<file path="src/core/loader_map.vh">
// Constants for the indirect control word loader: host addresses, field
// positions, reset values and timing counts.
// Assumes inclusion by bare name from design files under core/.
`ifndef LOADER_MAP_VH
`define LOADER_MAP_VH

// ==========================================================================
// Host port addresses.
`define HOST_ADDR_STAGE0 3'h0
`define HOST_ADDR_STAGE1 3'h1
`define HOST_ADDR_STAGE2 3'h2
`define HOST_ADDR_STAGE3 3'h3
`define HOST_ADDR_TARGET 3'h4
`define HOST_ADDR_RDSEL 3'h5

// ==========================================================================
// Destination register addresses, mode bits and the read select field.
`define DEST_CW0 8'h00
`define DEST_CW8 8'h08
`define DEST_GAIN 8'h09
`define DEST_CARRIER 8'h0A
`define DEST_FRONT_LAST 8'h07
`define CW0_CARRIER_SYNC_BIT 20
`define CW8_GAIN_SYNC_BIT 29
`define RDSEL_LSB 0
`define RDSEL_MSB 2

// ==========================================================================
// Reset values and timing.
`define RST_BYTE 8'h00
`define RST_WORD 32'h00000000
`define RST_RDSEL 3'h0
`define LOAD_DELAY_TICKS 3'h4

`endif

</file>
<file path="src/core/indirect_control_word_loader.v">
// Host write port: byte staging, destination load pulse, sync-deferred loads.
// Assumes the host keeps data and address stable around the write strobe and
// that front-end and back-end rates arrive as one-cycle enables on i_clk.
`timescale 1ns/10ps
`include "loader_map.vh"
`default_nettype none

// Overview of operation
// - Host data and address are captured on the rising edge of the write strobe.
// - Addresses 0 to 3 stage bytes 7-0, 15-8, 23-16 and 31-24.
// - Address 4 takes an 8-bit destination, fully decoded.
// - On the fourth front-end or back-end rate tick after that write the staged word is copied.
// - The destination write triggers one load pulse, synchronous to the clock.
// - Pulse and data follow the front-end or back-end rate by destination.
// - Address 5 selects the source shown on later host reads.
// - With control word 8 bit 29 set, gain goes active on gain sync.
// - With control word 0 bit 20 set, carrier frequency goes active on carrier sync.
// - The read source code is the low three bits written to address 5.
module indirect_control_word_loader (
   input wire i_clk,
   input wire i_rst,
   input wire i_wr_n,
   input wire [2:0] i_addr,
   input wire [7:0] i_data,
   input wire i_front_end_tick,
   input wire i_back_end_tick,
   input wire i_carrier_sync_input,
   input wire i_gain_sync_input,
   output reg o_load_pulse,
   output reg [7:0] o_load_addr,
   output reg [31:0] o_load_data,
   output reg o_load_front_end,
   output wire o_load_busy,
   output wire [2:0] o_read_source,
   output reg [31:0] o_active_gain,
   output reg [31:0] o_active_carrier
);
   // ==========================================================================
   // Pin synchronisation.
   wire [13:0] pins_sync;
   wire wr_low_s;
   wire [2:0] addr_s;
   wire [7:0] data_s;
   wire carrier_sync_s;
   wire gain_sync_s;
   reg wr_low_d_r;
   reg carrier_d_r;
   reg gain_d_r;
   wire wr_rise;
   wire carrier_rise;
   wire gain_rise;

   // The strobe is inverted before synchronising so that its idle level equals
   // the synchroniser's reset value; otherwise a false write follows reset.
   sync_two_flop #(.WIDTH(14)) u_pin_sync (
      .i_clk(i_clk),
      .i_rst(i_rst),
      .i_async({i_gain_sync_input, i_carrier_sync_input, ~i_wr_n, i_addr, i_data}),
      .o_sync(pins_sync)
   );

   assign gain_sync_s = pins_sync[13];
   assign carrier_sync_s = pins_sync[12];
   assign wr_low_s = pins_sync[11];
   assign addr_s = pins_sync[10:8];
   assign data_s = pins_sync[7:0];

   // Edge detectors read only the second synchroniser stage.
   always @(posedge i_clk) begin
      if (i_rst) begin
         wr_low_d_r <= 1'b0;
         carrier_d_r <= 1'b0;
         gain_d_r <= 1'b0;
      end else begin
         wr_low_d_r <= wr_low_s;
         carrier_d_r <= carrier_sync_s;
         gain_d_r <= gain_sync_s;
      end
   end

   assign wr_rise = ~wr_low_s & wr_low_d_r;
   assign carrier_rise = carrier_sync_s & ~carrier_d_r;
   assign gain_rise = gain_sync_s & ~gain_d_r;

   // ==========================================================================
   // Staging bytes, destination and read select.
   reg [7:0] stage_byte_zero_r;
   reg [7:0] stage_byte_one_r;
   reg [7:0] stage_byte_two_r;
   reg [7:0] stage_byte_three_r;
   reg [7:0] target_register_select_r;
   reg [2:0] read_source_select_r;
   reg busy_r;
   reg [2:0] tick_cnt_r;
   reg domain_front_r;
   wire dest_front;
   wire domain_tick;
   wire load_now;

   // Destinations up to the front-end boundary run at the front-end rate.
   assign dest_front = (data_s <= `DEST_FRONT_LAST);
   assign domain_tick = domain_front_r ? i_front_end_tick : i_back_end_tick;
   assign load_now = busy_r & domain_tick & (tick_cnt_r == (`LOAD_DELAY_TICKS - 3'h1));

   // Each write to addresses 0 to 3 and 5 lands in one register chosen by the captured address.
   // Addresses 6 and 7 fall to the default and change nothing.
   always @(posedge i_clk) begin
      if (i_rst) begin
         stage_byte_zero_r <= `RST_BYTE;
         stage_byte_one_r <= `RST_BYTE;
         stage_byte_two_r <= `RST_BYTE;
         stage_byte_three_r <= `RST_BYTE;
         read_source_select_r <= `RST_RDSEL;
      end else if (wr_rise) begin
         case (addr_s)
            `HOST_ADDR_STAGE0: begin
               stage_byte_zero_r <= data_s;
            end
            `HOST_ADDR_STAGE1: begin
               stage_byte_one_r <= data_s;
            end
            `HOST_ADDR_STAGE2: begin
               stage_byte_two_r <= data_s;
            end
            `HOST_ADDR_STAGE3: begin
               stage_byte_three_r <= data_s;
            end
            `HOST_ADDR_RDSEL: begin
               read_source_select_r <= data_s[`RDSEL_MSB:`RDSEL_LSB];
            end
            default: begin
               read_source_select_r <= read_source_select_r;
            end
         endcase
      end
   end

   assign o_read_source = read_source_select_r;
   assign o_load_busy = busy_r;

   // A destination write arms the delay; a second one restarts it, which is
   // why the host must leave four domain clocks between loads.
   always @(posedge i_clk) begin
      if (i_rst) begin
         target_register_select_r <= `RST_BYTE;
         busy_r <= 1'b0;
         tick_cnt_r <= 3'h0;
         domain_front_r <= 1'b0;
      end else if (wr_rise && (addr_s == `HOST_ADDR_TARGET)) begin
         target_register_select_r <= data_s;
         busy_r <= 1'b1;
         tick_cnt_r <= 3'h0;
         domain_front_r <= dest_front;
      end else if (load_now) begin
         busy_r <= 1'b0;
         tick_cnt_r <= 3'h0;
      end else if (busy_r && domain_tick) begin
         tick_cnt_r <= tick_cnt_r + 3'h1;
      end
   end

   // ==========================================================================
   // Load pulse and copy of the staged word.
   wire [31:0] staged_word;

   assign staged_word = {stage_byte_three_r, stage_byte_two_r, stage_byte_one_r, stage_byte_zero_r};

   // One pulse per destination write, data held until the next load.
   always @(posedge i_clk) begin
      if (i_rst) begin
         o_load_pulse <= 1'b0;
         o_load_addr <= `RST_BYTE;
         o_load_data <= `RST_WORD;
         o_load_front_end <= 1'b0;
      end else begin
         o_load_pulse <= load_now;
         if (load_now) begin
            o_load_addr <= target_register_select_r;
            o_load_data <= staged_word;
            o_load_front_end <= domain_front_r;
         end
      end
   end

   // ==========================================================================
   // Mode bits and sync-deferred active registers.
   reg cw0_carrier_sync_r;
   reg cw8_gain_sync_r;
   reg [31:0] gain_hold_r;
   reg [31:0] carrier_hold_r;
   wire load_gain;
   wire load_carrier;

   assign load_gain = load_now && (target_register_select_r == `DEST_GAIN);
   assign load_carrier = load_now && (target_register_select_r == `DEST_CARRIER);

   // The mode bits are local copies of the two control words that defer loads.
   always @(posedge i_clk) begin
      if (i_rst) begin
         cw0_carrier_sync_r <= 1'b0;
         cw8_gain_sync_r <= 1'b0;
      end else if (load_now && (target_register_select_r == `DEST_CW0)) begin
         cw0_carrier_sync_r <= staged_word[`CW0_CARRIER_SYNC_BIT];
      end else if (load_now && (target_register_select_r == `DEST_CW8)) begin
         cw8_gain_sync_r <= staged_word[`CW8_GAIN_SYNC_BIT];
      end
   end

   // Gain: a load goes straight to active unless deferred to the gain sync.
   always @(posedge i_clk) begin
      if (i_rst) begin
         gain_hold_r <= `RST_WORD;
         o_active_gain <= `RST_WORD;
      end else begin
         if (load_gain) begin
            gain_hold_r <= staged_word;
         end
         if (load_gain && !cw8_gain_sync_r) begin
            o_active_gain <= staged_word;
         end else if (cw8_gain_sync_r && gain_rise) begin
            o_active_gain <= gain_hold_r;
         end
      end
   end

   // Carrier: the dedicated holding register feeds active on carrier sync.
   always @(posedge i_clk) begin
      if (i_rst) begin
         carrier_hold_r <= `RST_WORD;
         o_active_carrier <= `RST_WORD;
      end else begin
         if (load_carrier) begin
            carrier_hold_r <= staged_word;
         end
         if (load_carrier && !cw0_carrier_sync_r) begin
            o_active_carrier <= staged_word;
         end else if (cw0_carrier_sync_r && carrier_rise) begin
            o_active_carrier <= carrier_hold_r;
         end
      end
   end
endmodule

`default_nettype wire

</file>
<file path="src/core/sync_two_flop.v">
// Two flip-flop synchroniser for a bus of pin inputs.
// Assumes each bit is held stable by the source long enough to be sampled.
`timescale 1ns/10ps
`default_nettype none

// ==========================================================================
// Synchroniser.
module sync_two_flop #(
   parameter WIDTH = 1
) (
   input wire i_clk,
   input wire i_rst,
   input wire [WIDTH-1:0] i_async,
   output wire [WIDTH-1:0] o_sync
);
   reg [WIDTH-1:0] meta_r;
   reg [WIDTH-1:0] sync_r;

   // The first stage feeds only the second one, so metastability never fans out.
   always @(posedge i_clk) begin
      if (i_rst) begin
         meta_r <= {WIDTH{1'b0}};
         sync_r <= {WIDTH{1'b0}};
      end else begin
         meta_r <= i_async;
         sync_r <= meta_r;
      end
   end

   assign o_sync = sync_r;
endmodule

`default_nettype wire

</file>
<file path="config.mk">
export PLATFORM = sky130hd
export DESIGN_NAME = indirect_control_word_loader
export DESIGN_NICKNAME = d
export VERILOG_FILES = /design/src/core/indirect_control_word_loader.v /design/src/core/sync_two_flop.v
export VERILOG_INCLUDE_DIRS = /design/src /design/src/core
export SDC_FILE = /design/constraint.sdc
export NUM_CORES = 1
export LEC_CHECK = 0
export BUFFER_PORTS_ARGS = -buffer_cell sky130_fd_sc_hd__clkbuf_2
export CORE_MARGIN = 2
export CORE_UTILIZATION = 32
export DETAILED_ROUTE_END_ITERATION = 12
export PLACE_DENSITY = 0.54
export SETUP_SLACK_MARGIN = 0.5
export SYNTH_ARGS = -nofsm -noshare
export SYNTH_HDL_FRONTEND = slang
export SYNTH_SLANG_ARGS = --single-unit
</file>
<file path="constraint.sdc">
create_clock -name i_clk -period 5.2 [get_ports i_clk]
set_input_delay 0.26 -clock i_clk [delete_from_list [all_inputs] [get_ports i_clk]]
set_output_delay 0.26 -clock i_clk [all_outputs]
set_load 0.02 [all_outputs]
</file>
* Word level (Yosys, flattened, before mapping)
Index checks and enable logic that the tools add are counted.
** Word-level totals
- Flip-flop bits (word level) :: 251
- Input port bits :: 18
- Output and inout bits :: 110
- Logic and storage cells :: 76
** Operators by class
- Add/sub/neg operators :: 1
- $lt $le $gt $ge :: 1
- Equality and inequality tests :: 9
- Muxes and demuxes :: 7
- Bitwise gates (word level) :: 10
- Reductions and logical operators :: 24
** Operators with widths (number)
- $mux W32 :: 4
- $eq A8 B4 Y1 const B :: 3
- $reduce_and A2 Y1 :: 6
- $logic_and A1 B1 Y1 :: 10
- $eq A3 B2 Y1 const B :: 3
- $le A8 B3 Y1 const B :: 1
- $logic_not A8 Y1 :: 1
- $eq A3 B3 Y1 const B :: 2
- $reduce_bool A2 Y1 :: 3
- $and A1 B1 Y1 :: 5
- $not A1 Y1 :: 5
- $add A3 B1 Y3 const B :: 1
- $eq A3 B1 Y1 const B :: 1
- $logic_not A3 Y1 :: 1
- $mux W1 :: 3
- $reduce_or A3 Y1 :: 1
- $logic_not A1 Y1 :: 2

* Logic depth before layout (Yosys ltp)
- Depth after elaboration :: 6
- Depth in mapped cells :: 8
- Mapped depth without buffers :: 6

* Cells and area by module
A second synthesis with hierarchy kept.
** Second synthesis, totals
- Cells, all modules :: 999
- Area, all modules :: 9910.8 um2
** By module, submodules not included
- indirect_control_word_loader :: times used 1, cells each 941, area an instance 9132.5 um2, sequential area each 4464.3 um2
- sync_two_flop :: times used 1, cells each 58, area an instance 778.2 um2, sequential area each 560.5 um2

* Worst setup path before layout
OpenSTA, ideal clock, no wires.
- Path kind :: reg2reg
- From :: reg tick_cnt_r[0]
- To :: reg o_active_gain[26]
- Setup time :: 0.137 ns
- Arrival :: 1.589 ns
- Required time :: 5.063 ns
- Slack :: 3.474 ns
- Cell stages (with the launch flop) :: 9
- Path buffers :: 2
- Period minus slack after synthesis :: 1.726 ns
- Path through :: dfxtp_1 ha_1 ha_1 and3_1 nand4_4 buf_6 buf_2 nor3_1 nor3_1
** Between the ends
- Longest elaborated chain between the ends :: 5
- Elaborated cells on any way between the ends :: 6
- Classes of those cells :: eq/ne (1); mux (1); bitwise (1); reduce/logical (3)
** RTL lines
- start: declaration :: line indirect_control_word_loader.v:94 : reg [2:0] tick_cnt_r;
- start signal: assignment :: line indirect_control_word_loader.v:158 : tick_cnt_r <= tick_cnt_r + 3'h1;
- $eq A3 B2 Y1 (*) :: line indirect_control_word_loader.v:103 : assign load_now = busy_r & domain_tick & (tick_cnt_r == (`LOAD_DELAY_TICKS - 3'h1));
- $and A1 B1 Y1 (*) :: line indirect_control_word_loader.v:103
- $logic_and A1 B1 Y1 (*) :: line indirect_control_word_loader.v:194 : assign load_gain = load_now && (target_register_select_r == `DEST_GAIN);
- $logic_and A1 B1 Y1 (*) :: line indirect_control_word_loader.v:218 : if (load_gain && !cw8_gain_sync_r) begin
- $mux W32 / $reduce_bool A2 Y1 (equally long branches)
- end signal: assignment :: line indirect_control_word_loader.v:213 : o_active_gain <= `RST_WORD;
- end signal: assignment :: line indirect_control_word_loader.v:219 : o_active_gain <= staged_word;
- end signal: assignment :: line indirect_control_word_loader.v:221 : o_active_gain <= gain_hold_r;
- end: declaration :: line indirect_control_word_loader.v:35 : output reg [31:0] o_active_gain,
Mark *: on every way between the ends. The rest lies on a longest branch, timed or not.
A chain may end at the register's enable or synchronous reset.

* Worst setup path after layout
- From :: reg tick_cnt_r[0]
- To :: reg o_active_carrier[5]
** Between the ends
- Longest elaborated chain between the ends :: 5
- Elaborated cells on any way between the ends :: 6
- Classes of those cells :: eq/ne (1); mux (1); bitwise (1); reduce/logical (3)
** RTL lines
- $eq A3 B2 Y1 (*) :: line indirect_control_word_loader.v:103
- $and A1 B1 Y1 (*) :: line indirect_control_word_loader.v:103
- $logic_and A1 B1 Y1 (*) :: line indirect_control_word_loader.v:195 : assign load_carrier = load_now && (target_register_select_r == `DEST_CARRIER);
- $logic_and A1 B1 Y1 (*) :: line indirect_control_word_loader.v:235 : if (load_carrier && !cw0_carrier_sync_r) begin
- $mux W32 / $reduce_bool A2 Y1 (equally long branches)
- end signal: assignment :: line indirect_control_word_loader.v:230 : o_active_carrier <= `RST_WORD;
- end signal: assignment :: line indirect_control_word_loader.v:236 : o_active_carrier <= staged_word;
- end signal: assignment :: line indirect_control_word_loader.v:238 : o_active_carrier <= carrier_hold_r;
- end: declaration :: line indirect_control_word_loader.v:36 : output reg [31:0] o_active_carrier
Marked as above.

==> key figures <==
Drt
  – Initial DRC Count: 458
  – Drt via density: 4.736
  – Drt first pass iters: 5
  – Vias: 7383
  – Routed WL per cell: 16.30 um
  – ANT nets after route: 0
  – Detailed Route WL: 25410 um
  – DRC: 0

Cells and area
  – Leading cell type in the layout, fill and taps excluded: dfxtp_1
  – Area Growth Syn to Fin: 19.26%
  – Fin cells: 1559
  – Final nets: 1169
  – Layout cells sized above 1: 0.1839
  – Diode count: 0
  – Most frequent cells in the layout: dfxtp_1 (250), nand2_1 (220), clkbuf_2 (126), a21oi_1 (109), mux2i_1 (108)
  – Post-route cell area: 0.01156 sq mm

Worst setup path
  – Crit path kind: reg2reg
  – Critical path data arrival time: 2.97 ns
  – Startpoint Class: flop
  – Worst path required time: 5.56 ns
  – Crit Path Max Fanout: 64
  – Worst setup EP type: flop

Power and ir drop
  – VDD IR max: 0.2312 mV
  – Sw power: 0.8174 mW
  – Sw Share: 0.2049
  – Sequential power share: 0.488
  – Pwr Total: 3.989 mW
  – Logic pwr share: 0.016
  – Leakage: 4.816 nW
  – Clock power frac: 0.496
  – Pwr dens: 345.1 mW/mm^2
  – Cell Int Power: 3.171 mW

Synth
  – Post-Synth Adder-Cell Area: 0.002582
  – Unique masters post-synth: 40
  – #FFs+latches synth: 251
  – Syn avg cell area: 9.220 sq um
  – Post-Synth Simple-Gate Area: 0.2022
  – Synth Cell Area: 0.009691 sq mm
  – YS warnings: 0
  – Top cell type's share of synthesized area: 0.5185
  – Post-synthesis mux area share: 0.1131
  – Post-Syn Instances: 1051
  – Fraction of synthesized cell area in xor and xnor cells: 0
  – Compound-Gate Fraction of Synth Area: 0.1190
  – Sequential share of the synthesized area: 0.5185
  – EDFF count, synth: 0
  – Synth async-reset ratio: 0
  – Largest family of logic cells by synthesized area: simple AND/OR/NAND/NOR gates
  – Top FF cell, synth: dfxtp_1
  – Synth top area cells: dfxtp_1 (52%), mux2i_1 (11%), nand2_1 (8.5%)
  – Post-synth net total: 1071
  – Largest area contributor in the netlist: dfxtp_1

STA
  – Worst-margin pin slew: 1.100 ns
  – Minimum clock period: 2.615 ns
  – Max-slew violations: 0
  – Endpoints failing setup: 0
  – Clk_skew: 0.008279 ns
  – RSZ-0062 raised after global routing: false
  – Maximum operating frequency: 0.3825 GHz
  – Final Hold Fails: 0
  – Slew headroom: 0.2664
  – Setup TNS: 0 ns
  – Final period utilization: 0.5028

Floorplan
  – Core area: 0.02972 sq mm
  – Total die area: 0.03169 sq mm
  – Row count: 63
  – Initial Util: 0.3261
  – # IOs: 128
  – Die height: 178.0 um
  – Die width: 178.0 um

Global routing
  – First-pass GRT wire length: 39470 um
  – Initial antenna violation count: 0
  – Busiest grt layer: met2
  – Tot GR Track Use: 0.1584
  – Met2 Use GR: 0.2424
  – Largest net degree at the start of global routing: 150
  – Met1 GRT Util: 0.2290
  – Vias in the first global route: 6884
  – M3 GR Usage: 0.03325
  – Grt total ovfl: 0

Clocking
  – H-tree depth: 1
  – # clock sinks: 251
  – Clock tree buffer depth: 3
  – Clock Latency Late Sink: 0.52 ns
  – Root buffer cell: clkbuf_16
  – # resized after CTS: 0
  – CTS tree: built
  – Cts bufs inserted: 27
  – Clock transition at path regs: 0.06 ns

Place
  – RePlAce Congestion: 0.7610
  – Placed cell area: 0.01049 sq mm
  – Port-buffer cells: 127
  – DPL Wire Length: 15900 um
  – Placed Cells: 1496

Worst hold path
  – HP Class: in2reg

Job
  – Max Cap Viol: 0

Status
  – Status: complete, no violations
## power groups by stage
stage | sequential [mW] | clock (mW) | combinational [mW]
2_1_floorplan | 1.98 | 0 | 0.0427
3_3_place_gp | 1.99 | 0 | 0.0577
3_5_place_dp | 1.99 | 0 | 0.0576
4_1_cts | 1.95 | 2.03 | 0.0659
5_1_grt | 1.95 | 2.11 | 0.0719
6_report | 1.95 | 1.98 | 0.0652
## cell usage after synthesis (2+ instances only)
| cell type | number |
|---|---|
| a211oi_1 | 14 |
| a211oi_2 | 21 |
| a21oi_1 | 109 |
| and4_1 | 2 |
| buf_2 | 23 |
| buf_4 | 4 |
| buf_6 | 9 |
| clkbuf_1 | 46 |
| dfxtp_1 | 251 |
| ha_1 | 2 |
| inv_1 | 2 |
| mux2i_1 | 108 |
| nand2_1 | 220 |
| nand2b_1 | 3 |
| nand3_1 | 4 |
| nand3b_1 | 2 |
| nor2_1 | 80 |
| nor2b_1 | 30 |
| nor3_1 | 64 |
| nor4b_4 | 2 |
| o21a_1 | 32 |
| or3_1 | 2 |
| or4_1 | 4 |
## layer usage
metal / vias up / wire, um
li1: 3766 / -
met1: 3438 / 12320
met2: 152 / 11330
met3: 27 / 1412
met4: 0 / 346
met5: - / 0
## critical path: stages, from the launching register on
cell and delay (ns):
dfxtp_1 0.35, ha_1 0.16, ha_1 0.26, and4b_1 0.29, nand4_4 0.81, nor2_1 0.43
a211oi_2 0.08
## stage by stage
step / hold WS, ns / worst slack, ns / utilization
2_1_floorplan: 0.3267 / 3.474 / -
3_3_place_gp: 0.4193 / 2.759 / 0.3531
3_5_place_dp: 0.4199 / 2.634 / 0.3531
4_1_cts: 0.3534 / 2.617 / 0.3889
5_1_grt: 0.3856 / 2.328 / 0.3889
6_report: 0.3736 / 2.585 / 0.3889
## timing repair
action | in CTS | in global routing
hold buffers | 14 | 0
setup buffers | 0 | 0
setup endpoints to repair | 0 | 0
endpoints found under the hold margin | 14 | 0
## final timing paths
| path | start | endpoint | slack, ns | cells past startpoint |
|---|---|---|---|---|
| setup / recovery | tick_cnt_r[0] | o_active_carrier[5] | 2.59 | 6 |
| hold / removal | i_back_end_tick | cw0_carrier_sync_r | 0.37 | 5 |
| setup reg to reg | tick_cnt_r[0] | o_active_carrier[5] | 2.59 | 6 |
| hold reg to reg | u_pin_sync.meta_r[12] | u_pin_sync.o_sync[12] | 0.43 | 1 |
## state kept, by name, indices dropped and copies added (netlist names), 3 cells and up
register and flops:
o_active_carrier 32, stage_byte_two_r 8, stage_byte_one_r 8, stage_byte_zero_r 8, carrier_hold_r 32, u_pin_sync.meta_r 14
stage_byte_three_r 8, o_read_source 3, gain_hold_r 32, o_active_gain 32, u_pin_sync.o_sync 14, tick_cnt_r 3
target_register_select_r 8, o_load_addr 8, o_load_data 32
## cell families (layout without fill, tap and decap cells)
| group | count (synthesis) | count (layout) |
|---|---|---|
| compound gates | 176 | 176 |
| simple gates | 428 | 428 |
| buf+inv | 85 | 203 |
| mux | 109 | 109 |
| fa+ha+maj | 2 | 2 |
| flops | 251 | 251 |
## layout make-up
type	instances	area (sq um)
fillers	2999	18160
flip-flops and latches	251	5026
multi-input cells	715	4245
repair buffers	152	867.1
clock buffers	41	808.3
well taps	390	488.0
clock inverters	8	115.1
inverters	2	7.507
(Power assumes the default switching activity.)
